## src/ilpc_pkg.sv

```systemverilog
// Package with register offsets, field positions, reset values and states
package ilpc_pkg;
  // Register addresses in the register file
  localparam logic [7:0] ADDR_P2_MODE    = 8'hF6;
  localparam logic [7:0] ADDR_P3_MODE    = 8'hF7;
  localparam logic [7:0] ADDR_PRIORITY   = 8'hF9;
  localparam logic [7:0] ADDR_PENDING    = 8'hFA;
  localparam logic [7:0] ADDR_MASK       = 8'hFB;
  localparam logic [7:0] ADDR_SCRATCH    = 8'hFE;
  // Field positions and values
  localparam int         NUM_SRC         = 6;
  localparam logic [7:0] PENDING_USED    = 8'h3F;
  localparam logic [7:0] SCRATCH_RESET   = 8'h00;
  localparam logic [7:0] MODE_RESET      = 8'h00;
  localparam logic [7:0] ZERO_BYTE       = 8'h00;
  localparam int         RECOVERY_BIT    = 7;
  localparam logic [15:0] STOP_RESUME_PC = 16'h000C;
  // Low-power states
  typedef enum logic [1:0] {
    ILPC_RUN  = 2'b00,
    ILPC_HALT = 2'b01,
    ILPC_STOP = 2'b10
  } ilpc_power_t;
endpackage

```

## src/ilpc_edge_det.sv

```systemverilog
// Synchroniser with edge detector for one port input line
module ilpc_edge_det (
  input  wire logic clk_sys_i,
  input  wire logic rst_b_i,
  input  wire logic pin_i,
  output logic      level_o,
  output logic      rise_o,
  output logic      fall_o
);
  logic meta_reg;
  logic sync_reg;
  logic prev_reg;

  // Two-stage synchroniser, then one-sample history for the compare
  always_ff @(posedge clk_sys_i or negedge rst_b_i) begin
    if (!rst_b_i) begin
      meta_reg <= 1'b1;
      sync_reg <= 1'b1;
      prev_reg <= 1'b1;
    end else begin
      meta_reg <= pin_i;
      sync_reg <= meta_reg;
      prev_reg <= sync_reg;
    end
  end

  // Only consecutive clean samples are compared, so a held level gives one event
  assign level_o = sync_reg;
  assign rise_o  = sync_reg & ~prev_reg;
  assign fall_o  = ~sync_reg & prev_reg;
endmodule

```

## src/ilpc_top.sv

```systemverilog
// Interrupt sourcing, prioritising and HALT/STOP control block
//////////////////////////////////////////////////////////////////////////////
// Overview of operation
// - Three fixed input lines feed four edge sources and the timer input.
// - Sources a,b,c fall on bits 2,3,1; d rises on bit 2; even vectors 0..10.
// - Pending requests pass mask and global enable, then priority picks a vector.
// - Pending register holds sources in bits 0-5; bits 7-6 read zero.
// - HALT gates the processor clock; oscillator keeps running.
// - Timer and external edge sources stay active while halted.
// - HALT ends only when an enabled interrupt request is pending.
// - After halt service, execution resumes after the HALT instruction.
// - Watchdog timeout while halted gives a full normal reset.
// - STOP turns off both internal clock and oscillator.
// - Low recovery pin releases STOP by reset; fetch starts at 000C.
// - Pin recovery keeps port mode registers at their pre-stop values.
// - General-purpose registers keep their values across any reset.
// - Scratch byte clears to zero on every reset and stop recovery.
module ilpc_top (
  input  wire logic       clk_sys_i,
  input  wire logic       rst_b_i,
  input  wire logic       input_bit_one_i,
  input  wire logic       input_bit_two_i,
  input  wire logic       input_bit_three_i,
  input  wire logic       stop_recovery_pin_i,
  input  wire logic       timer_source_i,
  input  wire logic       watchdog_timeout_i,
  input  wire logic       global_enable_i,
  input  wire logic       halt_exec_i,
  input  wire logic       stop_exec_i,
  input  wire logic       vector_ack_i,
  input  wire logic       reg_wr_i,
  input  wire logic [7:0] reg_addr_i,
  input  wire logic [7:0] reg_wdata_i,
  output logic      [7:0] reg_rdata_o,
  output logic            irq_req_o,
  output logic      [3:0] vector_o,
  output logic            cpu_clk_en_o,
  output logic            osc_en_o,
  output logic            full_reset_o,
  output logic            stop_recover_o,
  output logic            resume_after_halt_o,
  output logic            timer_input_signal_o,
  output logic      [7:0] port2_mode_o,
  output logic      [7:0] port3_mode_o
);
  //////////////////////////////////////////////////////////////////////////
  logic [7:0]             port2_direction_mode_reg;
  logic [7:0]             port3_input_mode_reg;
  logic [7:0]             interrupt_priority_reg;
  logic [5:0]             interrupt_pending_reg;
  logic [5:0]             interrupt_pending_next;
  logic [5:0]             interrupt_mask_reg;
  logic [7:0]             scratch_byte_reg;
  logic [7:0]             rdata_reg;
  logic                   irq_reg;
  logic [3:0]             vector_reg;
  logic [2:0]             vec_idx_reg;
  logic                   cpu_clk_reg;
  logic                   osc_reg;
  logic                   full_rst_reg;
  logic                   recover_reg;
  logic                   resume_reg;
  logic                   tin_reg;
  logic                   halted_wake_reg;
  ilpc_pkg::ilpc_power_t  power_reg;
  ilpc_pkg::ilpc_power_t  power_next;
  logic                   rec_meta_reg;
  logic                   rec_sync_reg;
  logic                   tmr_meta_reg;
  logic                   tmr_sync_reg;
  logic                   tmr_prev_reg;
  logic                   b1_fall;
  logic                   b2_rise;
  logic                   b2_fall;
  logic                   b3_lvl;
  logic                   b3_fall;

  //////////////////////////////////////////////////////////////////////////
  // One synchroniser per fixed input line
  ilpc_edge_det u_bit_one (
    .clk_sys_i (clk_sys_i),
    .rst_b_i   (rst_b_i),
    .pin_i     (input_bit_one_i),
    .level_o   (),
    .rise_o    (),
    .fall_o    (b1_fall)
  );
  ilpc_edge_det u_bit_two (
    .clk_sys_i (clk_sys_i),
    .rst_b_i   (rst_b_i),
    .pin_i     (input_bit_two_i),
    .level_o   (),
    .rise_o    (b2_rise),
    .fall_o    (b2_fall)
  );
  ilpc_edge_det u_bit_three (
    .clk_sys_i (clk_sys_i),
    .rst_b_i   (rst_b_i),
    .pin_i     (input_bit_three_i),
    .level_o   (b3_lvl),
    .rise_o    (),
    .fall_o    (b3_fall)
  );

  //////////////////////////////////////////////////////////////////////////
  // Decode and source events
  logic [5:0] src_event;
  logic       tmr_event;
  logic       wr_p2;
  logic       wr_p3;
  logic       wr_prio;
  logic       wr_pend;
  logic       wr_mask;
  logic       wr_scr;
  logic       sw_set;
  logic [5:0] sw_clr;
  logic [5:0] ack_clr;
  logic [5:0] enabled_req;
  logic       any_enabled;
  logic [2:0] win_idx;
  logic [7:0] rdata_mux;
  logic       recover_low;

  assign tmr_event   = tmr_sync_reg & ~tmr_prev_reg;
  assign src_event   = {tmr_event, 1'b0, b2_rise, b1_fall, b3_fall, b2_fall};
  assign wr_p2       = reg_wr_i & (reg_addr_i == ilpc_pkg::ADDR_P2_MODE);
  assign wr_p3       = reg_wr_i & (reg_addr_i == ilpc_pkg::ADDR_P3_MODE);
  assign wr_prio     = reg_wr_i & (reg_addr_i == ilpc_pkg::ADDR_PRIORITY);
  assign wr_pend     = reg_wr_i & (reg_addr_i == ilpc_pkg::ADDR_PENDING);
  assign wr_mask     = reg_wr_i & (reg_addr_i == ilpc_pkg::ADDR_MASK);
  assign wr_scr      = reg_wr_i & (reg_addr_i == ilpc_pkg::ADDR_SCRATCH);
  // Software source is raised by writing a one into its pending bit
  assign sw_set      = wr_pend & reg_wdata_i[4];
  assign sw_clr      = wr_pend ? ~reg_wdata_i[5:0] : 6'h00;
  assign ack_clr     = (vector_ack_i & irq_reg) ?
                       6'(6'h01 << vec_idx_reg) : 6'h00;
  assign enabled_req = interrupt_pending_reg & interrupt_mask_reg &
                       {6{global_enable_i}};
  assign any_enabled = |enabled_req;
  assign recover_low = (power_reg == ilpc_pkg::ILPC_STOP) & ~rec_sync_reg;

  // Fixed priority, lowest source number first; priority register is kept for software
  always_comb begin
    win_idx = 3'h0;
    for (int i = ilpc_pkg::NUM_SRC - 1; i >= 0; i--) begin
      if (enabled_req[i]) begin
        win_idx = 3'(i);
      end
    end
  end

  // Events win over a clear arriving in the same cycle
  assign interrupt_pending_next = ((interrupt_pending_reg & ~sw_clr & ~ack_clr) |
                                   src_event | {1'b0, sw_set, 4'h0});

  // Read multiplexer; reserved pending bits read zero
  assign rdata_mux = (reg_addr_i == ilpc_pkg::ADDR_P2_MODE)  ? port2_direction_mode_reg :
                     (reg_addr_i == ilpc_pkg::ADDR_P3_MODE)  ? port3_input_mode_reg :
                     (reg_addr_i == ilpc_pkg::ADDR_PRIORITY) ? interrupt_priority_reg :
                     (reg_addr_i == ilpc_pkg::ADDR_PENDING)  ?
                       {2'b00, interrupt_pending_reg} :
                     (reg_addr_i == ilpc_pkg::ADDR_MASK)     ?
                       {2'b00, interrupt_mask_reg} :
                     (reg_addr_i == ilpc_pkg::ADDR_SCRATCH)  ? scratch_byte_reg :
                     ilpc_pkg::ZERO_BYTE;

  // Power state sequencing
  always_comb begin
    power_next = power_reg;
    unique case (power_reg)
      ilpc_pkg::ILPC_RUN: begin
        if (stop_exec_i) begin
          power_next = ilpc_pkg::ILPC_STOP;
        end else if (halt_exec_i) begin
          power_next = ilpc_pkg::ILPC_HALT;
        end
      end
      ilpc_pkg::ILPC_HALT: begin
        if (any_enabled) begin
          power_next = ilpc_pkg::ILPC_RUN;
        end
      end
      ilpc_pkg::ILPC_STOP: begin
        if (~rec_sync_reg) begin
          power_next = ilpc_pkg::ILPC_RUN;
        end
      end
      default: power_next = ilpc_pkg::ILPC_RUN;
    endcase
  end

  //////////////////////////////////////////////////////////////////////////
  // Recovery pin and timer input synchronisers
  always_ff @(posedge clk_sys_i or negedge rst_b_i) begin
    if (!rst_b_i) begin
      rec_meta_reg <= 1'b1;
      rec_sync_reg <= 1'b1;
      tmr_meta_reg <= 1'b0;
      tmr_sync_reg <= 1'b0;
      tmr_prev_reg <= 1'b0;
    end else begin
      rec_meta_reg <= stop_recovery_pin_i;
      rec_sync_reg <= rec_meta_reg;
      tmr_meta_reg <= timer_source_i;
      tmr_sync_reg <= tmr_meta_reg;
      tmr_prev_reg <= tmr_sync_reg;
    end
  end

  // Interrupt registers; mode registers survive a stop recovery as it is no reset here
  always_ff @(posedge clk_sys_i or negedge rst_b_i) begin
    if (!rst_b_i) begin
      port2_direction_mode_reg <= ilpc_pkg::MODE_RESET;
      port3_input_mode_reg     <= ilpc_pkg::MODE_RESET;
      interrupt_priority_reg   <= ilpc_pkg::ZERO_BYTE;
      interrupt_pending_reg    <= 6'h00;
      interrupt_mask_reg       <= 6'h00;
    end else begin
      if (wr_p2) port2_direction_mode_reg <= reg_wdata_i;
      if (wr_p3) port3_input_mode_reg <= reg_wdata_i;
      if (wr_prio) interrupt_priority_reg <= reg_wdata_i;
      if (wr_mask) interrupt_mask_reg <= reg_wdata_i[5:0];
      interrupt_pending_reg <= interrupt_pending_next;
    end
  end

  // Scratch byte: cleared by reset and by pin recovery
  // General-purpose file sits outside and sees no reset from here
  always_ff @(posedge clk_sys_i or negedge rst_b_i) begin
    if (!rst_b_i) begin
      scratch_byte_reg <= ilpc_pkg::SCRATCH_RESET;
    end else if (recover_low) begin
      scratch_byte_reg <= ilpc_pkg::SCRATCH_RESET;
    end else if (wr_scr) begin
      scratch_byte_reg <= reg_wdata_i;
    end
  end

  // Vector request and power outputs
  always_ff @(posedge clk_sys_i or negedge rst_b_i) begin
    if (!rst_b_i) begin
      power_reg       <= ilpc_pkg::ILPC_RUN;
      irq_reg         <= 1'b0;
      vector_reg      <= 4'h0;
      vec_idx_reg     <= 3'h0;
      cpu_clk_reg     <= 1'b1;
      osc_reg         <= 1'b1;
      full_rst_reg    <= 1'b0;
      recover_reg     <= 1'b0;
      resume_reg      <= 1'b0;
      halted_wake_reg <= 1'b0;
      tin_reg         <= 1'b0;
      rdata_reg       <= ilpc_pkg::ZERO_BYTE;
    end else begin
      power_reg    <= power_next;
      irq_reg      <= any_enabled & ~(vector_ack_i & irq_reg);
      vec_idx_reg  <= win_idx;
      vector_reg   <= {win_idx, 1'b0};
      cpu_clk_reg  <= (power_next == ilpc_pkg::ILPC_RUN);
      osc_reg      <= (power_next != ilpc_pkg::ILPC_STOP);
      // Watchdog gives the same full reset whatever the state
      full_rst_reg <= watchdog_timeout_i;
      recover_reg  <= recover_low;
      if (power_reg == ilpc_pkg::ILPC_HALT && any_enabled) begin
        halted_wake_reg <= 1'b1;
      end else if (vector_ack_i & irq_reg) begin
        halted_wake_reg <= 1'b0;
      end
      resume_reg   <= halted_wake_reg & vector_ack_i & irq_reg;
      tin_reg      <= b3_lvl;
      rdata_reg    <= rdata_mux;
    end
  end

  //////////////////////////////////////////////////////////////////////////
  assign reg_rdata_o          = rdata_reg;
  assign irq_req_o            = irq_reg;
  assign vector_o             = vector_reg;
  assign cpu_clk_en_o         = cpu_clk_reg;
  assign osc_en_o             = osc_reg;
  assign full_reset_o         = full_rst_reg;
  assign stop_recover_o       = recover_reg;
  assign resume_after_halt_o  = resume_reg;
  assign timer_input_signal_o = tin_reg;
  assign port2_mode_o         = port2_direction_mode_reg;
  assign port3_mode_o         = port3_input_mode_reg;

  //////////////////////////////////////////////////////////////////////////
  a_halt_no_wake: assert property (@(posedge clk_sys_i) disable iff (!rst_b_i)
    (power_reg == ilpc_pkg::ILPC_HALT && !any_enabled) |=> power_reg != ilpc_pkg::ILPC_RUN)
    else $error("halt left without enabled request");
  a_halt_clk_off: assert property (@(posedge clk_sys_i) disable iff (!rst_b_i)
    (power_reg == ilpc_pkg::ILPC_HALT) |-> !cpu_clk_en_o && osc_en_o)
    else $error("halt clock gating wrong");
  a_stop_osc_off: assert property (@(posedge clk_sys_i) disable iff (!rst_b_i)
    (power_reg == ilpc_pkg::ILPC_STOP) |-> !osc_en_o && !cpu_clk_en_o)
    else $error("stop leaves oscillator on");
  a_edge_sets_pend: assert property (@(posedge clk_sys_i) disable iff (!rst_b_i)
    b2_fall |=> interrupt_pending_reg[0])
    else $error("falling edge did not set pending");
  a_mask_gates_irq: assert property (@(posedge clk_sys_i) disable iff (!rst_b_i)
    (interrupt_mask_reg == 6'h00) |=> !irq_req_o)
    else $error("masked request raised");
  a_recover_clears: assert property (@(posedge clk_sys_i) disable iff (!rst_b_i)
    recover_low |=> scratch_byte_reg == ilpc_pkg::SCRATCH_RESET && stop_recover_o)
    else $error("recovery did not clear scratch");
  a_reserved_zero: assert property (@(posedge clk_sys_i) disable iff (!rst_b_i)
    $past(reg_addr_i) == ilpc_pkg::ADDR_PENDING |-> reg_rdata_o[7:6] == 2'b00)
    else $error("reserved pending bits nonzero");
  a_modes_kept: assert property (@(posedge clk_sys_i) disable iff (!rst_b_i)
    (recover_low && !wr_p2) |=> $stable(port2_direction_mode_reg))
    else $error("mode lost on recovery");
  a_wdt_reset: assert property (@(posedge clk_sys_i) disable iff (!rst_b_i)
    watchdog_timeout_i |=> full_reset_o)
    else $error("watchdog reset missing");
endmodule

```

## config.mk

```make
export PLATFORM = sky130hd
export DESIGN_NAME = ilpc_top
export DESIGN_NICKNAME = d
export VERILOG_FILES = /design/src/ilpc_pkg.sv /design/src/ilpc_edge_det.sv /design/src/ilpc_top.sv
export SDC_FILE = /design/constraint.sdc
export NUM_CORES = 1
export LEC_CHECK = 0
export ABC_AREA = 1
export BUFFER_PORTS_ARGS = -buffer_cell sky130_fd_sc_hd__buf_2
export CORE_MARGIN = 4
export CORE_UTILIZATION = 59
export CTS_CLUSTER_DIAMETER = 40
export DETAILED_ROUTE_END_ITERATION = 10
export HOLD_SLACK_MARGIN = 0.1
export PLACE_DENSITY = 0.84
export SLEW_MARGIN = 20
export SYNTH_ARGS = -nofsm -noshare
export SYNTH_HDL_FRONTEND = slang
export SYNTH_SLANG_ARGS = --single-unit
```

## constraint.sdc

```tcl
create_clock -name clk_sys_i -period 2.12 [get_ports clk_sys_i]
set_input_delay 0.424 -clock clk_sys_i [delete_from_list [all_inputs] [get_ports clk_sys_i]]
set_output_delay 0.424 -clock clk_sys_i [all_outputs]
set_load 0.005 [all_outputs]
```

# [Word-level counts from Yosys, hierarchy flattened]
# Cells that the tools add are included.
[totals] output_inout_bits=35 ff_bits=79 elab_cells=103 in_bits=29
[classes] shifts=1 bitwise=33 n_eq_ne=9 mux=23 n_reduce_logical=6
[op_table] cell="8-bit 2-to-1 mux" count=8
[op_table] cell="8-bit equality test (second input constant)" count=6
[op_table] cell="6-bit AND" count=4
[op_table] cell="3-bit 2-to-1 mux" count=6
[op_table] cell="6-bit inverter" count=3
[op_table] cell="1-bit AND" count=17
[op_table] cell="6-bit 2-to-1 mux" count=2
[op_table] cell="2-bit 2-to-1 mux" count=4
[op_table] cell="1-bit inverter" count=7
[op_table] cell="6-bit by 5-bit bitwise OR with 6-bit output" count=1
[op_table] cell="6-bit bitwise OR" count=1
[op_table] cell="2-bit one-hot mux with 3 select lines" count=1
[op_table] cell="6-bit OR reduction" count=1
[op_table] cell="1-bit by 3-bit left shift with 6-bit output (first input constant)" count=1
[op_table] cell="2-bit zero test" count=2
[op_table] cell="2-bit nonzero test" count=2
[op_table] cell="2-bit by 1-bit equality test with 1-bit output (second input constant)" count=1
[op_table] cell="2-bit equality test (second input constant)" count=1
[op_table] cell="1-bit 2-to-1 mux" count=2
[op_table] cell="2-bit != test (second input constant)" count=1
[op_table] cell="1-bit logical AND" count=1

# [Depth between registers and ports, before layout]
# Gate-level depths: netlist of the first run.
[depth] depth_word=8 depth_mapped=9 ltp_nobuf=8

# [Cells and area by module]
# Synthesis of the first run repeated with hierarchy kept, for this count alone.
[hier_totals] hier_cells=368 hier_area_um2=3399.5
[by_module_without_submodules] mod="ilpc_top" area_each_um2=3118.0 instances=1 seq_area_each_um2=1756.7 cells_per_inst=347
[by_module_without_submodules] mod="ilpc_edge_det" area_each_um2=93.8 instances=3 seq_area_each_um2=78.8 cells_per_inst=7

# [Worst setup path after synthesis of the first run]
# OpenSTA, ideal clock, no wires.
[synth_path] kind="input -> register" from="in reg_addr_i[6]" to="reg port2_direction_mode_reg[6] (netlist: port2_mode_o[6])" required_time_ns=2.003 setup_time_ns=0.117 arrival_ns=1.309 stages=8 n_path_buf=1 slack_ns=0.694 cell_sequence="nand2_1 nor2_2 nand2_1 nor2_4 nand2_2 buf_6 nand2_1 o21ai_2"
[synth_between] elab_chain_cells=2
[synth_rtl] element="start: declaration" line="ilpc_top.sv:32" text="input wire logic [7:0] reg_addr_i,"
[synth_rtl] element="8-bit equality test" line="ilpc_top.sv:126" text="assign wr_p2 = reg_wr_i & (reg_addr_i == ilpc_pkg::ADDR_P2_MODE);"
[synth_rtl] element="1-bit AND" line="ilpc_top.sv:126"
[synth_rtl] element="end signal: assignment" line="ilpc_top.sv:213" text="port2_direction_mode_reg <= ilpc_pkg::MODE_RESET;"
[synth_rtl] element="end signal: assignment" line="ilpc_top.sv:219" text="if (wr_p2) port2_direction_mode_reg <= reg_wdata_i;"
[synth_rtl] element="end: declaration" line="ilpc_top.sv:47" text="logic [7:0] port2_direction_mode_reg;"
# No other way between the ends.
# A chain may end at the register's enable or synchronous reset.

# [Worst setup path after layout of the first run]
[layout_path] from="reg rec_sync_reg" to="reg scratch_byte_reg[7]"
[layout_between] elab_chain_cells=3 elab_cells_between_ends=4 cone_classes="mux: 1; bitwise: 2; reduce/logical: 1"
[layout_rtl] element="start: declaration" line="ilpc_top.sv:68" text="logic rec_sync_reg;"
[layout_rtl] element="start signal: assignment" line="ilpc_top.sv:203" text="rec_sync_reg <= rec_meta_reg;"
[layout_rtl] element="1-bit inverter *"
[layout_rtl] element="1-bit AND *" line="ilpc_top.sv:140" text="assign recover_low = (power_reg == ilpc_pkg::ILPC_STOP) & ~rec_sync_reg;"
[layout_rtl] element="8-bit 2-to-1 mux / 2-bit nonzero test (equally long branches)"
[layout_rtl] element="end signal: assignment" line="ilpc_top.sv:231" text="scratch_byte_reg <= ilpc_pkg::SCRATCH_RESET;"
[layout_rtl] element="end signal: assignment" line="ilpc_top.sv:233" text="scratch_byte_reg <= ilpc_pkg::SCRATCH_RESET;"
[layout_rtl] element="end signal: assignment" line="ilpc_top.sv:235" text="scratch_byte_reg <= reg_wdata_i;"
[layout_rtl] element="end: declaration" line="ilpc_top.sv:53" text="logic [7:0] scratch_byte_reg;"
# Every way passes the cells marked *; elsewhere a longest branch is shown, timed or not.

==> run metrics, run 1 <==
Synth Warn # 0; top post-synthesis cells by count 76 x nand2_1, 66 x dfrtp_1, 52 x nand3_1, 33 x o21ai_1, 30 x inv_1; core box area between 0.005 and 0.006 mm²; Synth area leader dfrtp_1; vias in the first global route about 2700; Req. time, crit path 2380 ps; Arr. time, crit path about 1800 ps; fin area about 0.0040 mm²; # DRC 0; Top Layer Used met4; setup_tns 0 ps; Skew-Pair Late Insertion Delay 350 ps; gr ovfl total 0; Post-synth EDFFs 0; Synth Instances between 300 and 400; Final nets roughly 460; Mean Syn Cell Area between 9 and 10 µm²; diodes inserted 0; Fill cells 412; Die Span Y 83.7 µm; final setup fails 0; Critical Path Source rec_sync_reg$_DFF_PN1_; Worst-path clk slew approximately 80 ps; post-route ant nets 0; area post-placement 0.00377 mm²; Synth Area in Simple Gates about a quarter; Lkg Pwr 2.14 nW; die width between 80 and 90 µm; Final period util 74.1%; starting density of the core between 60 and 70%; most frequent cell after synthesis nand2_1; ys flop type dfrtp_1; worst-case clock skew 10.8 ps; post-CTS setup buffer count 0; Synthesized Nets between 300 and 400; Clock Tree Buf Depth 2; Synth-to-Final Area Change 19.2%; reg2reg setup slack around 550 ps; CP endpoint scratch_byte_reg[7]$_DFFE_PN0P_; RSZ-0062 raised after global routing no; Distinct cells, synth 29; CTS Root Cell clkbuf_8; asr flop ratio synth between 90% and 100%; CP Capture Type flop; compound-cell area share of the yosys netlist between 10% and 20%; Resize count post-CTS 0; first-pass GRT wire length approximately 13000 µm; DP Worst Slack between 300 and 400 ps; Critical Setup Path Class reg -> reg; io pins 64; met1 wire length between 3000 and 4000 µm; Detailed Routing Iterations Pass 1 5; min cycle time layout 1570 ps; met2 WL 3630 µm; post-synthesis instance area between 0.003 and 0.004 mm²; startpoint types flop; sequential area share after synthesis between 50% and 60%; global-route usage over all layers 22.7%; Adder-Cell Fraction of Synth Area 0%; GPL Wtd Cong roughly 0.9; largest net degree at the start of global routing 51; status completed; initial antenna violation count 0; CP Max Fanout 10; mux contribution to synthesized area 0%; clk sinks about 80; Final Hold Vio Count 0; top cell type's share of synthesized area between 40% and 50%; CTS H-Tree Depth 3; Max Freq around 640 MHz; Synth Area in XOR/XNOR 0%; First DRT Iteration DRCs ~230; row count 27; reg2reg end scratch_byte_reg[7]$_DFFE_PN0P_; die footprint ~0.0070 mm²; I/O Buffers a little over 60; ranking of synthesized cells by area dfrtp_1 49%, dfstp_2 10%, nand2_1 8.4%; routed wire length ~7400 µm; TritonCTS buffer count 9; largest family of logic cells by synthesized area simple AND/OR/NAND/NOR gates; met3 wire length between 500 and 600 µm; Peak VDD IR about 0.6 mV; Max-cap violations 0; DP HPWL between 5000 and 6000 µm; final slew viol count 0; pwr dens ~850 mW/mm²; post-route setup slack 550 ps; hold_buf cts 1; Yosys reg bits about 80; worst r2r src rec_sync_reg$_DFF_PN1_; via count approximately 2800; share of cells above drive strength 1 27.8%; hold crit path type in -> reg; Routed wire per std cell ~15 µm; R2R cell count 4; CTS tree done; vias per cell ~5.5
how the worst min path moves through the flow:
stage	from	cells after the start	to	slack, ps
after floorplan	rst_b_i	0	full_reset_o$_DFF_PN0_	130
after global placement	tmr_meta_reg$_DFF_PN0_	0	tmr_sync_reg$_DFF_PN0_	330
after detailed placement	tmr_meta_reg$_DFF_PN0_	0	tmr_sync_reg$_DFF_PN0_	340
after CTS	stop_recovery_pin_i	1	rec_meta_reg$_DFF_PN1_	160
after global routing	stop_recovery_pin_i	1	rec_meta_reg$_DFF_PN1_	150
final	stop_recovery_pin_i	1	rec_meta_reg$_DFF_PN1_	170
area by class of cell:
class / count / area, µm² / area share, %
clock buffers: 12 / 145 / 3.61
well taps: 72 / 90.1 / 2.24
multi-input cells: 237 / 1210 / 30.0
inverters: 33 / 124 / 3.08
repair buffers: 66 / 370 / 9.20
clock inverters: 4 / 95.1 / 2.36
flip-flops and latches: 79 / 1990 / 49.5
routing by layer:
| metal | vias up | track usage (%) |
|---|---|---|
| li1 | 1316 | - |
| met1 | 1333 | 29.3 |
| met2 | 113 | 38.5 |
| met3 | 11 | 3.65 |
| met4 | 0 | 8.92 |
| met5 | - | 0 |
power breakdown:
group / internal, mW / switching, mW
Clock: 0.814 / 0.513
Combinational: 0.136 / 0.243
Sequential: 1.65 / 0.0683
Total: 2.60 / 0.824
cells by family after synthesis:
kind of cell,after synthesis
buffers and inverters,41
other,1
AO/OA/AOI/OAI,58
AND/OR/NAND/NOR,178
flip-flops,79
cell usage in the layout (no fill, tap or decap), types with 3 or more instances in the layout:
cell type / instances
nor2_1: 22
nand2_1: 76
nor2_4: 6
o21ai_1: 33
buf_2: 61
o21a_1: 6
inv_1: 30
nand2_2: 4
clkbuf_8: 10
nand4_1: 10
bufinv_16: 3
a21oi_1: 4
dfrtp_1: 66
dfstp_2: 13
nand3_1: 52
o21ai_2: 8
inv_2: 3
a31oi_1: 3
per-stage QoR:
| step | utilization (%) | cells | hold WS [ps] | power [mW] |
|---|---|---|---|---|
| after CTS | 72.7 | 503 | 162 | 3.43 |
| after detailed placement | 68.1 | 486 | 336 | 2.12 |
| after floorplan | - | 357 | 128 | 1.93 |
| after global routing | 72.7 | 503 | 154 | 3.56 |
| after global placement | 68.1 | 486 | 334 | 2.10 |
| final | 72.7 | 503 | 168 | 3.42 |
critical path: stages, from the launching register on:
cell,delay (ps)
dfstp_2,530
inv_1,50
nand3_1,350
nand4_2,340
o21ai_1,220
Note: power is estimated with default switching activity, not from simulation.
==> run 2: changes to the inputs <==
--- a/config.mk
+++ b/config.mk
@@ -8,11 +8,11 @@
 export ABC_AREA = 1
 export BUFFER_PORTS_ARGS = -buffer_cell sky130_fd_sc_hd__buf_2
 export CORE_MARGIN = 4
-export CORE_UTILIZATION = 59
+export CORE_UTILIZATION = 49
 export CTS_CLUSTER_DIAMETER = 40
 export DETAILED_ROUTE_END_ITERATION = 10
 export HOLD_SLACK_MARGIN = 0.1
-export PLACE_DENSITY = 0.84
+export PLACE_DENSITY = 0.75
 export SLEW_MARGIN = 20
 export SYNTH_ARGS = -nofsm -noshare
 export SYNTH_HDL_FRONTEND = slang
==> constraint.sdc (replaced) <==
create_clock -name clk_sys_i -period 1.31 [get_ports clk_sys_i]
set_input_delay 0.262 -clock clk_sys_i [delete_from_list [all_inputs] [get_ports clk_sys_i]]
set_output_delay 0.262 -clock clk_sys_i [all_outputs]
set_load 0.005 [all_outputs]
==> run 2 against run 1 <==
Compared with the run above:
- routed wire length up 8.5%
- register-to-register slack got worse by 460 ps
- first-iteration DRC count is 13% lower
- non-clock buffer count rose by 22
- highest routed layer unchanged
==> run metrics, run 2 (synthesized netlist as in run 1, its figures left out) <==
crit path buf inv count 1 (unchanged); Critical Path Max Stage Delay 530 ps (about the same); Req. time, crit path 1050 ps (-1330 ps); Hold Path Origin reg_wdata_i[6]; reg2reg end scratch_byte_reg[4]$_DFFE_PN0P_; first-pass GRT wire length 13600 µm (+6.2%); diodes inserted 0 (unchanged); final slew viol count 0 (unchanged); pwr dens 1250 mW/mm² (+47%); CTS H-Tree Depth 3 (unchanged); routed wire length 8000 µm (+8.5%); CTS tree done; Synth-to-Final Area Change 23.5%; Worst Hold Depth 3 (+2); CP cell instances buf_2; Hold EP interrupt_priority_reg[6]$_DFFE_PN0P_; DP HPWL 5900 µm (+10%); final setup fails 0 (unchanged); startpoint types flop; starting density of the core 51.7% (-9.2 points); Peak VDD IR 0.759 mV (+29%); Critical Setup Path Class reg -> out; share of cells above drive strength 1 30.2% (+2.4 points); status completed; Clock Tree Buf Depth 2 (unchanged); Detailed Routing Iterations Pass 1 4 (-1); Final period util between 90% and 100%; Routed wire per std cell 15.1 µm (+2.9%); die width 91.0 µm (+8.8%); First DRT Iteration DRCs 198 (-13%); initial antenna violation count 0 (unchanged); largest net degree at the start of global routing 76 (+49%); Lkg Pwr 2.23 nW (+4.2%); clk sinks 79 (unchanged); Die Span Y 91.0 µm (+8.8%); vias in the first global route 2870 (+4.5%); CTS Root Cell clkbuf_8; most common cell after layout, fill and taps aside nand2_1; Arr. time, crit path 970 ps (-860 ps); Tot Pwr 5.22 mW (+53%); Final Hold Vio Count 0 (unchanged); worst-case clock skew 5.52 ps (-5.24 ps); gr ovfl total 0 (unchanged); post-CTS setup buffer count 0 (unchanged); core box area 0.00653 mm² (+18%); hold crit path type in -> reg; R2R cell count 4 (unchanged); RSZ-0062 raised after global routing no; global-route usage over all layers 20.6% (-2.0 points); DP Worst Slack -106 ps (-413 ps); Skew-Pair Late Insertion Delay 340 ps (about the same); vias per cell 5.32 (-3.4%); die footprint 0.00828 mm² (+18%); min cycle time layout ~1200 ps; critical path's slowest cell dfstp_2; commonest cells after routing, fill and taps aside 76 x nand2_1, 66 x dfrtp_1, 61 x buf_2, 52 x nand3_1, 33 x o21ai_1; row count 29 (+7.4%); Final nets 477 (+4.8%); CP Capture Type output port; CP delay by family, top flip-flops; Max-cap violations 0 (unchanged); CP Max Fanout 1 (-9); Critical Path Source cpu_clk_en_o$_DFF_PN1_; # DRC 0 (unchanged); Worst-path clk slew 80 ps (about the same); post-route ant nets 0 (unchanged); GPL Wtd Cong 0.881 (-2.5%); via count 2822 (+1.8%); post-route setup slack 76.2 ps (-473 ps); io pins 64 (unchanged); I/O Buffers 62 (unchanged); worst r2r src rec_sync_reg$_DFF_PN1_; Max Freq 811 MHz; TritonCTS buffer count 9 (unchanged); reg2reg setup slack 90 ps (-460 ps)
## run 2: cell types whose count changed in the layout (fill, tap and decap cells not counted)
cell / change
inv_6: +1
buf_4: +16
clkinvlp_4: +1
clkbuf_1: -1
dlygate4sd3_1: +6
clkinv_2: +1
bufinv_16: -2
## run 2: area by class of cell
| class | instances | area, µm² |
|---|---|---|
| Multi-Input combinational cell | 237 | 1210 |
| Fill cell | 573 | 2360 |
| Timing Repair Buffer | 88 | 551 |
| Inverter | 33 | 124 |
| Sequential cell | 79 | 1990 |
| Clock inverter | 5 | 56.3 |
| Tap cell | 77 | 96.3 |
| Clock buffer | 11 | 141 |
## run 2: worst reg2reg max path, stage by stage (launching register included)
cell,delay [ps]
dfstp_2,520
inv_1,40
nand3_1,100
nand4_2,250
o21ai_1,220
## run 2: how the worst max path moves through the flow
stage / endpoint / slack, ps / cells after the start
finish: cpu_clk_en_o / 80 / 1
CTS: cpu_clk_en_o / 60 / 1
floorplan: port2_mode_o[6]$_DFFE_PN0P_ / 50 / 8
global placement: interrupt_pending_reg[5]$_DFF_PN0_ / -30 / 8
global route: scratch_byte_reg[4]$_DFFE_PN0P_ / 40 / 4
detailed placement: scratch_byte_reg[4]$_DFFE_PN0P_ / -110 / 7
## run 2: where the power goes
part / leakage, nW / switching [mW] / internal (mW) / total (mW)
clock: 0.0997 / 0.864 / 0.933 / 1.80
combinational: 1.12 / 0.394 / 0.251 / 0.645
sequential: 1.01 / 0.111 / 2.66 / 2.78
total: 2.23 / 1.37 / 3.85 / 5.22
## run 2: stage by stage
step           utilization (%)  instance area (µm²)  TNS, ps  std cells  hold WS (ps)
2_1_floorplan                -                 3380        0        357         -33.6
3_3_place_gp              59.7                 3900     -291        507          70.1
3_5_place_dp              59.7                 3900    -1090        507          74.1
4_1_cts                   63.8                 4170        0        530           136
5_1_grt                   63.8                 4170        0        530           159
6_report                  63.8                 4170        0        530           150
## run 2: metal layers
metal  vias up  share of wire [%]  track usage (%)
met5         -                  0                0
met4         0                2.0             9.80
met3        13                5.8             3.55
met2        95                 50             33.8
met1      1345                 42             26.8
li1       1369                  -                -
## run 2: repair_timing
| item | CTS | global route |
|---|---|---|
| hold buffers | 7 | 0 |
| gates resized for setup | 0 | 0 |
| endpoints found under the hold margin | 74 | 0 |
==> run 3: changes to the inputs <==
--- a/config.mk
+++ b/config.mk
@@ -7,6 +7,7 @@
 export LEC_CHECK = 0
 export ABC_AREA = 1
 export BUFFER_PORTS_ARGS = -buffer_cell sky130_fd_sc_hd__buf_2
+export CORE_ASPECT_RATIO = 2
 export CORE_MARGIN = 4
 export CORE_UTILIZATION = 49
 export CTS_CLUSTER_DIAMETER = 40
==> run 3 against run 2 <==
Compared with the run above:
- final cell count grew 1.7%
- critical path depth is the same
- clock power increased by 24%
- non-clock buffer count shrank 2
- fmax is 1.7% higher
- routed wire length up 10%
- flip-flop and latch count unchanged
- design area up 2.6%
- worst setup slack gained 21 ps
- clock skew hardly changed
- critical endpoint is now osc_en_o
==> run metrics, run 3 (synthesized netlist as in run 1, its figures left out) <==
RSZ-0062 raised after global routing no; initial antenna violation count 0 (unchanged); Arr. time, crit path 950 ps (-20 ps); CP cell instances buf_2; Peak VDD IR 1.03 mV (+35%); worst-case clock skew 5.40 ps (-0.121 ps); min cycle time layout 1210 ps (-21.0 ps); reg2reg end halted_wake_reg$_DFFE_PN0P_; post-route setup slack 97.2 ps (+21.0 ps); largest net degree at the start of global routing 33 (-57%); DP HPWL 6650 µm (+13%); DP Worst Slack -164 ps (-58.5 ps); io pins 64 (unchanged); Int Power 4.20 mW (+9.2%); worst r2r src interrupt_mask_reg[2]$_DFFE_PN0P_; critical path's slowest cell dfstp_2; final slew viol count 0 (unchanged); Critical Path Max Stage Delay 520 ps (about the same); First DRT Iteration DRCs 202 (+2.0%); gr ovfl total 0 (unchanged); fin area 0.00428 mm² (+2.6%); Hold Path Origin reg_wdata_i[4]; Max-cap violations 0 (unchanged); I/O Buffers 62 (unchanged); CTS tree done; via count 2831 (+0.32%); Clock power frac 39.3% (+4.9 points); routed wire length 8840 µm (+10%); Max Freq 825 MHz (+1.7%); Critical Setup Path Class reg -> out; # DRC 0 (unchanged); Lkg Pwr 2.25 nW (+0.84%); core box area 0.00667 mm² (+2.2%); final setup fails 0 (unchanged); Synth-to-Final Area Change 26.7%; Detailed Routing Iterations Pass 1 4 (unchanged); vias per cell 5.25 (-1.4%); CP Capture Type output port; first-pass GRT wire length 14100 µm (+3.3%); die footprint 0.00836 mm² (+0.97%); most common cell after layout, fill and taps aside nand2_1; hold crit path type in -> reg; Seq pwr share 48.9% (-4.3 points); diodes inserted 0 (unchanged); area post-placement 0.00393 mm² (+0.61%); Skew-Pair Late Insertion Delay 330 ps (about the same); starting density of the core 50.6% (-1.1 points); row count 42 (+45%); Clock Tree Buf Depth 2 (unchanged); clk sinks 79 (unchanged); post-route ant nets 0 (unchanged); switching component of the power 1.50 mW (+9.3%); startpoint types flop; TritonCTS buffer count 9 (unchanged); pwr dens 1330 mW/mm² (+6.5%); R2R cell count 6 (+2); sw frac 26.2% (about the same); die width 66.7 µm (-27%); Gate power share 11.9% (-0.5 points); GPL Wtd Cong 0.905 (+2.7%); status completed; CTS H-Tree Depth 3 (unchanged); Req. time, crit path 1050 ps (about the same); Die Span Y 125 µm (+38%); commonest cells after routing, fill and taps aside 76 x nand2_1, 66 x dfrtp_1, 61 x buf_2, 51 x nand3_1, 33 x o21ai_1; global-route usage over all layers 23.0% (+2.3 points); Hold EP port3_mode_o[4]$_DFFE_PN0P_; Final Hold Vio Count 0 (unchanged); Final nets 475 (-0.42%); reg2reg setup slack 170 ps (+80 ps); crit path buf inv count 1 (unchanged); CTS Root Cell clkbuf_16; CP delay by family, top flip-flops; Final period util 92.6% (-1.6 points); Routed wire per std cell 16.4 µm (+8.6%); Worst-path clk slew 60 ps (-20 ps); CP Max Fanout 1 (unchanged); share of cells above drive strength 1 30.4% (+0.13 points); Worst Hold Depth 3 (unchanged); vias in the first global route 2930 (+2.1%)
## run 3: layout make-up
| cell class | instances | area (µm²) |
|---|---|---|
| clock inverter | 6 | 37.5 |
| timing repair buffer | 86 | 561 |
| clock buffer | 10 | 229 |
| sequential | 79 | 1990 |
| tap | 88 | 110 |
| fill | 586 | 2400 |
| multi-input combinational | 237 | 1220 |
| inverter | 33 | 124 |
## run 3: stage by stage
| stage | TNS [ps] | hold slack, ps | power, mW | utilization, % | std cells |
|---|---|---|---|---|---|
| 3_3_place_gp | -3340 | 189 | 3.46 | 58.8 | 516 |
| 6_report | 0 | 182 | 5.70 | 64.1 | 539 |
| 2_1_floorplan | 0 | -33.6 | 3.13 | - | 357 |
| 3_5_place_dp | -5470 | 201 | 3.48 | 58.8 | 516 |
| 4_1_cts | 0 | 174 | 5.74 | 63.9 | 539 |
| 5_1_grt | 0 | 183 | 5.97 | 64.1 | 539 |
## run 3: power groups by stage
stage               Clock, mW  Sequential [mW]  Combinational, mW
floorplan                   0             2.81              0.322
global placement            0             2.82              0.641
detailed placement          0             2.82              0.657
CTS                      2.28             2.79              0.679
global route             2.38             2.81              0.774
finish                   2.24             2.79              0.676
## run 3: worst max path at each step
stage                      startpoint                               endpoint  cells after the start
6_report           osc_en_o$_DFF_PN1_                               osc_en_o                      1
5_1_grt                 reg_addr_i[0]        scratch_byte_reg[0]$_DFFE_PN0P_                      8
4_1_cts        rec_sync_reg$_DFF_PN1_        scratch_byte_reg[0]$_DFFE_PN0P_                      4
3_5_place_dp            reg_addr_i[6]  interrupt_priority_reg[2]$_DFFE_PN0P_                      8
3_3_place_gp            reg_addr_i[6]  interrupt_priority_reg[2]$_DFFE_PN0P_                      8
2_1_floorplan           reg_addr_i[6]            port2_mode_o[6]$_DFFE_PN0P_                      8
## run 3: routing by layer
metal  part of all wire, %  vias up  global-route usage (%)
li1                      -     1365                       -
met1                    34     1336                    22.8
met2                    55       91                    40.4
met3                   4.5       39                    3.86
met4                   7.1        0                    17.5
met5                     0        -                       0
## run 3: timing repair
action | 4_1_cts | 5_1_grt
gates resized for setup | 0 | 3
endpoints found under the hold margin | 21 | 0
endpoints found under the setup margin | 0 | 9
buffers inserted | 0 | 0
hold buffers | 7 | 0
